<file path="src/design/crs_pkg.sv">
/*
 Package for the core register set: register indexes, field positions,
 reset values and the carrier structs shared by the block and its users.
 Assumes a single core clock domain and an 8-bit register port.
*/
package crs_pkg;

   // ------------------------------------------------------------
   // Register indexes on the register port
   // ------------------------------------------------------------
   localparam logic [3:0] CRS_IDX_WORK      = 4'h0;
   localparam logic [3:0] CRS_IDX_AUX       = 4'h1;
   localparam logic [3:0] CRS_IDX_STATUS    = 4'h2;
   localparam logic [3:0] CRS_IDX_STACK     = 4'h3;
   localparam logic [3:0] CRS_IDX_DATA_POINTER_LOW  = 4'h4;
   localparam logic [3:0] CRS_IDX_DATA_POINTER_HIGH = 4'h5;
   localparam logic [3:0] CRS_IDX_PTR_CTRL  = 4'h6;
   localparam logic [3:0] CRS_IDX_ICNT_LOW  = 4'h7;
   localparam logic [3:0] CRS_IDX_ICNT_HIGH = 4'h8;

   // ------------------------------------------------------------
   // Field positions
   // ------------------------------------------------------------
   localparam int CRS_BIT_CARRY     = 7;
   localparam int CRS_BIT_HALF      = 6;
   localparam int CRS_BIT_USER0     = 5;
   localparam int CRS_BIT_BANK_HI   = 4;
   localparam int CRS_BIT_BANK_LO   = 3;
   localparam int CRS_BIT_EXCESS    = 2;
   localparam int CRS_BIT_USER1     = 1;
   localparam int CRS_BIT_PARITY    = 0;
   localparam int CRS_BIT_CODE_SEL  = 4;
   localparam int CRS_BIT_PTR_CHOICE = 0;

   // ------------------------------------------------------------
   // Reset values and masks
   // ------------------------------------------------------------
   localparam logic [15:0] CRS_ICNT_RESET    = 16'h0000;
   localparam logic [7:0]  CRS_STATUS_RESET  = 8'h00;
   localparam logic [7:0]  CRS_STACK_RESET   = 8'h07;
   localparam logic [15:0] CRS_DATA_POINTER_RESET    = 16'h0000;
   localparam logic [7:0]  CRS_CTRL_RESET    = 8'h00;
   localparam logic [7:0]  CRS_CTRL_WMASK    = 8'h11;
   localparam logic [7:0]  CRS_STATUS_WMASK  = 8'hfe;
   localparam logic [7:0]  CRS_WORD_RESET    = 8'h00;
   localparam logic [7:0]  CRS_BANK_SIZE     = 8'h08;

   // ALU flag update from the datapath
   typedef struct packed {
      logic       carry_we;
      logic       carry;
      logic       half_we;
      logic       half;
      logic       excess_we;
      logic       excess;
   } crs_flags_t;

   // Working and auxiliary register update from the datapath
   typedef struct packed {
      logic       work_we;
      logic [7:0] work;
      logic       aux_we;
      logic [7:0] aux;
   } crs_result_t;

endpackage

</file>
<file path="src/design/crs_core_regs.sv">
/*
 Core register set: instruction counter, working register, auxiliary
 register, ALU status word, stack pointer, two data pointers and the
 pointer control register. Assumes the execution datapath shares the core
 clock and drives one request kind per cycle; register port access from
 software is lower priority than datapath updates of the same register.
*/
// Functional notes
// RQ1: Instruction counter 16 bits, resets to zero.
// RQ2: Alternate vector option starts at configured address.
// RQ3: Working register feeds ALU, takes results.
// RQ4: Auxiliary register for multiply/divide, else general.
// RQ5: Status bit 7 is carry/borrow flag.
// RQ6: Status bit 6 is half-carry flag.
// RQ7: Status bits 4-3 choose the register bank.
// RQ8: Status bit 2 is overflow flag.
// RQ9: Status bit 0 read-only working parity.
// RQ10: Stack pointer 8 bits, resets to 07h.
// RQ11: Push return address low then high, upward.
// RQ12: Data pointer is high and low byte.
// RQ13: Two data pointers, bit 0 chooses one.
// RQ14: Control bit 4 steers code reads target.
// RQ15: Control bits 7-5, 3-1 read zero.
// RQ16: Software sets target bit before option reads.
// RQ17: Status bits 5,1 plain storage, reset zero.
// RQ18: Status write keeps parity following working register.
`timescale 1ns/1ps

module crs_core_regs (
   input  wire logic                 core_clk_in,
   input  wire logic                 nrst_in,
   // Start vector option
   input  wire logic                 alt_vector_en_in,
   input  wire logic [15:0]          alt_vector_addr_in,
   // Register port
   input  wire logic [3:0]           reg_addr_in,
   input  wire logic [7:0]           reg_wdata_in,
   input  wire logic                 reg_wr_in,
   input  wire logic                 reg_rd_in,
   output      logic [7:0]           reg_rdata_out,
   // Datapath updates
   input  wire crs_pkg::crs_flags_t  flags_in,
   input  wire crs_pkg::crs_result_t result_in,
   input  wire logic                 icnt_load_in,
   input  wire logic [15:0]          icnt_target_in,
   input  wire logic                 icnt_step_in,
   input  wire logic                 push_ret_in,
   input  wire logic                 data_pointer_load_in,
   input  wire logic [15:0]          data_pointer_value_in,
   // State views
   output      logic [15:0]          icnt_out,
   output      logic [7:0]           work_out,
   output      logic [7:0]           aux_out,
   output      logic [7:0]           status_out,
   output      logic [7:0]           stack_ptr_out,
   output      logic [15:0]          data_pointer_out,
   output      logic [7:0]           bank_base_out,
   output      logic                 code_sel_out,
   // Stack write strobe toward internal RAM
   output      logic                 stack_we_out,
   output      logic [7:0]           stack_addr_out,
   output      logic [7:0]           stack_data_out
);
   import crs_pkg::*;

   // ------------------------------------------------------------
   // State
   // ------------------------------------------------------------
   logic [15:0] icnt_q,   icnt_d;
   logic [7:0]  work_q,   work_d;
   logic [7:0]  aux_q,    aux_d;
   logic [7:0]  stat_q,   stat_d;
   logic [7:0]  sp_q,     sp_d;
   logic [15:0] dp0_q,    dp0_d;
   logic [15:0] dp1_q,    dp1_d;
   logic [7:0]  ctrl_q,   ctrl_d;
   logic        push_hi_q, push_hi_d;
   logic        start_q,  start_d;
   logic        swe_q,    swe_d;
   logic [7:0]  sadr_q,   sadr_d;
   logic [7:0]  sdat_q,   sdat_d;
   logic [7:0]  rdata_q,  rdata_d;
   logic        parity;
   logic [15:0] dp_sel;
   logic        wr_at;

   // Parity is combinational so it never lags the working register
   assign parity = ^work_q; // [RQ9]
   assign dp_sel = ctrl_q[CRS_BIT_PTR_CHOICE] ? dp1_q : dp0_q; // [RQ13]

   // ------------------------------------------------------------
   // Next-state logic
   // ------------------------------------------------------------
   always_comb begin
      icnt_d    = icnt_q;
      work_d    = work_q;
      aux_d     = aux_q;
      stat_d    = stat_q;
      sp_d      = sp_q;
      dp0_d     = dp0_q;
      dp1_d     = dp1_q;
      ctrl_d    = ctrl_q;
      push_hi_d = 1'b0;
      start_d   = 1'b0;
      swe_d     = 1'b0;
      sadr_d    = sadr_q;
      sdat_d    = sdat_q;
      rdata_d   = 8'h00;
      wr_at     = reg_wr_in;

      // Software writes first; datapath updates below override them
      if (wr_at) begin
         unique case (reg_addr_in)
            CRS_IDX_WORK:      work_d = reg_wdata_in; // [RQ3]
            CRS_IDX_AUX:       aux_d  = reg_wdata_in; // [RQ4]
            CRS_IDX_STATUS:    stat_d = reg_wdata_in & CRS_STATUS_WMASK; // [RQ17] [RQ18]
            CRS_IDX_STACK:     sp_d   = reg_wdata_in;
            CRS_IDX_DATA_POINTER_LOW: begin
               if (ctrl_q[CRS_BIT_PTR_CHOICE]) dp1_d[7:0] = reg_wdata_in; // [RQ12]
               else dp0_d[7:0] = reg_wdata_in;
            end
            CRS_IDX_DATA_POINTER_HIGH: begin
               if (ctrl_q[CRS_BIT_PTR_CHOICE]) dp1_d[15:8] = reg_wdata_in; // [RQ12]
               else dp0_d[15:8] = reg_wdata_in;
            end
            CRS_IDX_PTR_CTRL:  ctrl_d = reg_wdata_in & CRS_CTRL_WMASK; // [RQ15] [RQ14]
            default: ;
         endcase
      end

      // Datapath result and flag updates
      if (result_in.work_we) work_d = result_in.work; // [RQ3]
      if (result_in.aux_we)  aux_d  = result_in.aux;  // [RQ4]
      if (flags_in.carry_we)  stat_d[CRS_BIT_CARRY]  = flags_in.carry;  // [RQ5]
      if (flags_in.half_we)   stat_d[CRS_BIT_HALF]   = flags_in.half;   // [RQ6]
      if (flags_in.excess_we) stat_d[CRS_BIT_EXCESS] = flags_in.excess; // [RQ8]
      stat_d[CRS_BIT_PARITY] = 1'b0; // Stored bit unused, parity read live
      if (data_pointer_load_in) begin
         if (ctrl_q[CRS_BIT_PTR_CHOICE]) dp1_d = data_pointer_value_in; // [RQ13]
         else dp0_d = data_pointer_value_in;
      end

      // Instruction counter: first cycle after reset picks the vector
      if (!start_q) begin
         start_d = 1'b1;
         icnt_d  = alt_vector_en_in ? alt_vector_addr_in : CRS_ICNT_RESET; // [RQ2]
      end else begin
         start_d = 1'b1;
         if (icnt_load_in) icnt_d = icnt_target_in;
         else if (icnt_step_in) icnt_d = icnt_q + 16'h0001;
      end

      // Two-cycle push: low byte then high byte, pointer rising each time
      if (push_hi_q) begin
         sp_d   = sp_q + 8'h01; // [RQ11]
         sadr_d = sp_q + 8'h01;
         sdat_d = icnt_q[15:8];
         swe_d  = 1'b1;
      end else if (push_ret_in) begin
         sp_d      = sp_q + 8'h01; // [RQ11]
         sadr_d    = sp_q + 8'h01;
         sdat_d    = icnt_q[7:0];
         swe_d     = 1'b1;
         push_hi_d = 1'b1;
      end

      // Read data stands one cycle after the strobe
      if (reg_rd_in) begin
         unique case (reg_addr_in)
            CRS_IDX_WORK:      rdata_d = work_q;
            CRS_IDX_AUX:       rdata_d = aux_q;
            CRS_IDX_STATUS:    rdata_d = {stat_q[7:1], parity}; // [RQ9]
            CRS_IDX_STACK:     rdata_d = sp_q;
            CRS_IDX_DATA_POINTER_LOW:  rdata_d = dp_sel[7:0];
            CRS_IDX_DATA_POINTER_HIGH: rdata_d = dp_sel[15:8];
            CRS_IDX_PTR_CTRL:  rdata_d = ctrl_q & CRS_CTRL_WMASK; // [RQ15]
            CRS_IDX_ICNT_LOW:  rdata_d = icnt_q[7:0];
            CRS_IDX_ICNT_HIGH: rdata_d = icnt_q[15:8];
            default:           rdata_d = 8'h00;
         endcase
      end
   end

   // ------------------------------------------------------------
   // Registers
   // ------------------------------------------------------------
   always_ff @(posedge core_clk_in or negedge nrst_in) begin
      if (!nrst_in) begin
         icnt_q    <= CRS_ICNT_RESET; // [RQ1]
         work_q    <= CRS_WORD_RESET;
         aux_q     <= CRS_WORD_RESET;
         stat_q    <= CRS_STATUS_RESET; // [RQ17]
         sp_q      <= CRS_STACK_RESET; // [RQ10]
         dp0_q     <= CRS_DATA_POINTER_RESET;
         dp1_q     <= CRS_DATA_POINTER_RESET;
         ctrl_q    <= CRS_CTRL_RESET;
         push_hi_q <= 1'b0;
         start_q   <= 1'b0;
         swe_q     <= 1'b0;
         sadr_q    <= 8'h00;
         sdat_q    <= 8'h00;
         rdata_q   <= 8'h00;
      end else begin
         icnt_q    <= icnt_d;
         work_q    <= work_d;
         aux_q     <= aux_d;
         stat_q    <= stat_d;
         sp_q      <= sp_d;
         dp0_q     <= dp0_d;
         dp1_q     <= dp1_d;
         ctrl_q    <= ctrl_d;
         push_hi_q <= push_hi_d;
         start_q   <= start_d;
         swe_q     <= swe_d;
         sadr_q    <= sadr_d;
         sdat_q    <= sdat_d;
         rdata_q   <= rdata_d;
      end
   end

   // ------------------------------------------------------------
   // Outputs
   // ------------------------------------------------------------
   assign reg_rdata_out  = rdata_q;
   assign icnt_out       = icnt_q;
   assign work_out       = work_q;
   assign aux_out        = aux_q;
   assign status_out     = {stat_q[7:1], parity};
   assign stack_ptr_out  = sp_q;
   assign data_pointer_out       = dp_sel;
   // Bank base is bank number times eight
   assign bank_base_out  = {3'b000, stat_q[CRS_BIT_BANK_HI:CRS_BIT_BANK_LO], 3'b000}; // [RQ7]
   assign code_sel_out   = ctrl_q[CRS_BIT_CODE_SEL]; // [RQ14] [RQ16]
   assign stack_we_out   = swe_q;
   assign stack_addr_out = sadr_q;
   assign stack_data_out = sdat_q;

   // ------------------------------------------------------------
   // Assertions
   // ------------------------------------------------------------
   property p_parity;
      @(posedge core_clk_in) disable iff (!nrst_in)
         result_in.work_we |=> status_out[CRS_BIT_PARITY] == ^$past(result_in.work);
   endproperty
   a_parity: assert property (p_parity) else $error("parity wrong"); // [RQ9]

   property p_ctrl_zero;
      @(posedge core_clk_in) disable iff (!nrst_in) (ctrl_q & ~CRS_CTRL_WMASK) == 8'h00;
   endproperty
   a_ctrl_zero: assert property (p_ctrl_zero) else $error("control reserved set"); // [RQ15]

   property p_push;
      @(posedge core_clk_in) disable iff (!nrst_in)
         (push_ret_in && !push_hi_q) |=> stack_we_out && stack_addr_out == $past(sp_q) + 8'h01
            ##1 stack_we_out && stack_addr_out == $past(sp_q, 2) + 8'h02;
   endproperty
   a_push: assert property (p_push) else $error("push order wrong"); // [RQ11]

   property p_carry;
      @(posedge core_clk_in) disable iff (!nrst_in) flags_in.carry_we |=> status_out[7] == $past(flags_in.carry);
   endproperty
   a_carry: assert property (p_carry) else $error("carry not taken"); // [RQ5]

   property p_half;
      @(posedge core_clk_in) disable iff (!nrst_in) flags_in.half_we |=> status_out[6] == $past(flags_in.half);
   endproperty
   a_half: assert property (p_half) else $error("half carry not taken"); // [RQ6]

   property p_excess;
      @(posedge core_clk_in) disable iff (!nrst_in) flags_in.excess_we |=> status_out[2] == $past(flags_in.excess);
   endproperty
   a_excess: assert property (p_excess) else $error("overflow not taken"); // [RQ8]

   property p_start;
      @(posedge core_clk_in) disable iff (!nrst_in)
         !start_q |=> icnt_out == ($past(alt_vector_en_in) ? $past(alt_vector_addr_in) : 16'h0000);
   endproperty
   a_start: assert property (p_start) else $error("start vector wrong"); // [RQ1] [RQ2]

   property p_bank;
      @(posedge core_clk_in) disable iff (!nrst_in) (reg_wr_in && reg_addr_in == CRS_IDX_STATUS)
         |=> bank_base_out == {3'b000, $past(reg_wdata_in[CRS_BIT_BANK_HI:CRS_BIT_BANK_LO]), 3'b000};
   endproperty
   a_bank: assert property (p_bank) else $error("bank base wrong"); // [RQ7]

   // Counter moves only after the vector cycle; a load beats a step
   property p_icnt_step;
      @(posedge core_clk_in) disable iff (!nrst_in)
         (start_q && icnt_step_in && !icnt_load_in) |=> icnt_out == $past(icnt_out) + 16'h0001;
   endproperty
   a_icnt_step: assert property (p_icnt_step) else $error("counter step wrong"); // [RQ1]

   property p_icnt_load;
      @(posedge core_clk_in) disable iff (!nrst_in)
         (start_q && icnt_load_in) |=> icnt_out == $past(icnt_target_in);
   endproperty
   a_icnt_load: assert property (p_icnt_load) else $error("counter load wrong"); // [RQ1]

   property p_ctrl_write;
      @(posedge core_clk_in) disable iff (!nrst_in) (reg_wr_in && reg_addr_in == CRS_IDX_PTR_CTRL)
         |=> code_sel_out == $past(reg_wdata_in[CRS_BIT_CODE_SEL]);
   endproperty
   a_ctrl_write: assert property (p_ctrl_write) else $error("code read target not taken"); // [RQ14]

   property p_data_pointer_load;
      @(posedge core_clk_in) disable iff (!nrst_in)
         (data_pointer_load_in && !(reg_wr_in && reg_addr_in == CRS_IDX_PTR_CTRL)) |=> data_pointer_out == $past(data_pointer_value_in);
   endproperty
   a_data_pointer_load: assert property (p_data_pointer_load) else $error("pointer load wrong"); // [RQ13]

   // Checked at the first edge after release, before any request lands
   property p_reset_vals;
      @(posedge core_clk_in) $rose(nrst_in) |->
         icnt_out == CRS_ICNT_RESET && stack_ptr_out == CRS_STACK_RESET && status_out == CRS_STATUS_RESET;
   endproperty
   a_reset_vals: assert property (p_reset_vals) else $error("reset values wrong"); // [RQ1] [RQ10] [RQ17]

endmodule

</file>
<file path="config.mk">
export PLATFORM = sky130hd
export DESIGN_NAME = crs_core_regs
export DESIGN_NICKNAME = d
export VERILOG_FILES = /design/src/design/crs_pkg.sv /design/src/design/crs_core_regs.sv
export SDC_FILE = /design/constraint.sdc
export NUM_CORES = 1
export LEC_CHECK = 0
export ABC_AREA = 0
export BUFFER_PORTS_ARGS = -buffer_cell sky130_fd_sc_hd__buf_2
export CORE_MARGIN = 2
export CORE_UTILIZATION = 47
export CTS_CLUSTER_SIZE = 14
export DETAILED_ROUTE_END_ITERATION = 10
export GPL_TIMING_DRIVEN = 0
export PLACE_DENSITY_LB_ADDON = 0.3
export SETUP_SLACK_MARGIN = 0.05
export SYNTH_ARGS = -nofsm -noshare
export SYNTH_HDL_FRONTEND = slang
export SYNTH_SLANG_ARGS = --single-unit
export TNS_END_PERCENT = 50
</file>
<file path="constraint.sdc">
create_clock -name core_clk_in -period 1.7 [get_ports core_clk_in]
set_input_delay 0.17 -clock core_clk_in [delete_from_list [all_inputs] [get_ports core_clk_in]]
set_output_delay 0.17 -clock core_clk_in [all_outputs]
set_load 0.01 [all_outputs]
</file>
==> metrics.txt <==
worst vdd ir=roughly 0.56 mV; Distinct cells, synth=just under 70; core area=approximately 13000 sq um; drt total wl=between 20 and 25 mm; register area share after synthesis=0.432; CTS tree=yes; CP Class=reg -> out; Rows=42; Cells after Synth=approximately 670; drt drc=0; final hold violation count=0; via count=around 6000; clock-pin slew on the worst setup and hold paths=roughly 0.070 ns; max cap viols=0; Worst path depth=4; reg-to-reg startpoint=ctrl_q[0]$_DFFE_PN0P_; Mapped Avg Cell Area=between 9 and 10 sq um; clock buffer count from CTS=9; Final Max Slew Viols=0; Max FO, Critical Path=9; Crit path max-delay family=flip-flops; global routing usage on met1=0.396; Worst Setup Slack, final=-0.0144 ns; initial drt markers=624; area grow syn2layout=33.8%; largest net degree at the start of global routing=59; Core Util, Final=0.638; first-pass GRT wire length=between 30 and 40 mm; starting density of the core=0.477; Post-DP HPWL=between 10 and 15 mm; critical path arrival=1.54 ns; RSZ-0062 raised after global routing=true; vias in the first global route=about 5700; CP startpoint kind=register; Synth Warn #=0; Static Leak=between 4 and 5 nW; Worst Hold Class=in -> reg; Synth async-reset ratio=1.00; FF+latch count, synth=108; Power, Total=between 8 and 9 mW; Post-synth EDFFs=0; Crit Reg-Reg Endpoint=reg_rdata_out[0]$_DFF_PN0_; reg-to-reg slack, setup=0 ns; Final #Nets=991; worst stage delay on the critical path=~0.43 ns; die width=~120 um; P per Cell Area=between 1000 and 1500 nW/um^2; layout cells sized above 1=0.392; Fill cells=~1100; Setup crit start=ctrl_q[0]$_DFFE_PN0P_; hold path start=flags_in[1]; Hold Path Stages=2; Setup WS pre-CTS=-0.332 ns; clock skew=0.00698 ns; H-tree depth=3; R2R cell count=5; WP data required=1.53 ns; final instance area=approximately 8400 sq um; Die ar.=about 14000 sq um; CTS Root Cell=clkbuf_16; initial antenna violation count=2; met2 Use GR=0.434; GR Util All Layers=0.289; setup TNS=-0.0597 ns; clk sinks=around 110; Worst-Skew Late Latency=0.36 ns; Critical Path End Type=output port; Post-DP Area=approximately 7400 sq um; failing checks=setup timing; antenna viol nets, final=0; crit-path cells=buf_8 -> buf_12 -> mux2_4 -> buf_6; run status=complete, but fails checks; global route total overflow=0; Slew headroom=0.547; Final Cycle Share=1.01; hold path endpoint=stat_q[2]$_DFFE_PN0P_; Buffers on Ports=173; met3 usage=0.0580; final setup violation count=8; Main synth FF type=dfrtp_1; routability cong.=between 1 and 1.5; post-detailed-route wirelength per cell=between 15 and 20 um; number of I/O pins=191; worst slew pin tran=roughly 0.68 ns; die extent in y=between 100 and 150 um; Max Freq=around 580 MHz; DR vias/cell=~5.7; maximum clock insertion buffer count=2; Min Clock Period, post-route=~1.7 ns; grt peak-use layer=met2; mapped cell area=between 6000 and 7000 sq um; Bufs and invs on worst path=3; CP max stage cell=dfrtp_2; DR pass1 iterations=7
-- flip-flops by register name, summed over array words and instances, names as in the netlist --
name            cells
icnt_out           16
reg_rdata_out       8
stat_q              7
stack_addr_out      8
work_out            8
dp0_q              16
push_hi_q           1
dp1_q              16
start_q             1
stack_data_out      8
stack_we_out        1
aux_out             8
stack_ptr_out       8
ctrl_q              2
-- kinds of logic after synthesis --
group	count (synthesis)	synth area share
fa+ha+maj	2	0.00399
compound gates	169	0.164
xor+xnor	17	0.0238
simple gates	211	0.163
flops	108	0.432
mux	95	0.157
buf+inv	64	0.0553
other cells	2	0.00120
-- layer usage --
| metal | up-vias | wire length (um) | part of all wire |
|---|---|---|---|
| met3 | 62 | 1610 | 0.077 |
| met1 | 2915 | 8830 | 0.42 |
| li1 | 2848 | - | - |
| met5 | - | 0 | 0 |
| met2 | 334 | 9560 | 0.46 |
| met4 | 0 | 823 | 0.040 |
-- layout by cell type, fill, tap and decap left out, types with 12 or more instances in the layout --
cell type / count
buf_2: 173
dfrtp_1: 92
o21ai_0: 75
mux2i_1: 70
mux2_2: 15
dfrtp_2: 13
buf_4: 50
a21oi_1: 24
nand2_1: 102
o21ai_1: 12
nor2_1: 27
nand3_1: 15
buf_6: 16
clkbuf_1: 14
-- cells in the mapped netlist, types with 5 or more instances --
cell type / number / area, sq um
nor2_1: 31 / 116
and3_1: 7 / 43.8
inv_1: 5 / 18.8
nand4_1: 6 / 37.5
buf_4: 13 / 97.6
nor2b_1: 9 / 56.3
clkbuf_1: 23 / 86.3
mux2_2: 25 / 282
a21oi_1: 25 / 125
o21ai_0: 77 / 385
nor3_1: 8 / 40.0
dfrtp_1: 105 / 2630
o21ai_1: 11 / 55.1
and2_1: 5 / 31.3
nand2_1: 102 / 383
mux2i_1: 70 / 701
a31oi_1: 6 / 37.5
a22oi_1: 11 / 82.6
nand3_1: 17 / 85.1
buf_2: 15 / 75.1
xnor2_1: 13 / 114
a221oi_1: 5 / 43.8
-- worst max-delay path by stage --
stage	slack (ns)	endpoint
5_1_grt	-0.11	status_out[0]
4_1_cts	-0.02	data_pointer_out[13]
3_3_place_gp	-0.81	stat_q[6]$_DFFE_PN0P_
3_5_place_dp	-0.33	reg_rdata_out[5]$_DFF_PN0_
2_1_floorplan	0.04	icnt_out[15]$_DFFE_PN0P_
6_report	-0.01	data_pointer_out[13]
-- what timing repair did --
| item | in CTS | in global routing |
|---|---|---|
| setup buffers | 26 | 11 |
| endpoints found under the setup margin | 53 | 54 |
| cloned | 0 | 1 |
| pin swaps | 14 | 10 |
| hold endpoints to repair | 49 | 0 |
| hold buffers | 1 | 0 |
| gates resized for setup | 61 | 43 |
-- power breakdown --
| part | switching, mW | total [mW] | leakage, nW | internal [mW] |
|---|---|---|---|---|
| logic | 1.56 | 3.07 | 2.61 | 1.51 |
| clock network | 0.945 | 2.17 | 0.147 | 1.22 |
| registers | 0.396 | 3.46 | 1.34 | 3.06 |
-- layout make-up --
type	count	area (sq um)	area share
well taps	176	220	0.0263
diodes	3	7.51	0.000895
clock buffers	14	264	0.0315
repair buffers	213	1280	0.153
multi-input cells	501	3460	0.413
clock inverters	2	35.0	0.00418
flip-flops and latches	108	2720	0.325
plain buffers	58	377	0.0449
inverters	5	18.8	0.00224
-- per-stage QoR --
| stage | hold WS [ns] | instances |
|---|---|---|
| after CTS | 0.00901 | 1066 |
| after floorplan | -0.126 | 673 |
| final | 0.0121 | 1080 |
| after global placement | 0.380 | 1022 |
| after global routing | 0.0223 | 1079 |
| after detailed placement | 0.254 | 1023 |
Power figures use the tool's default switching activity.
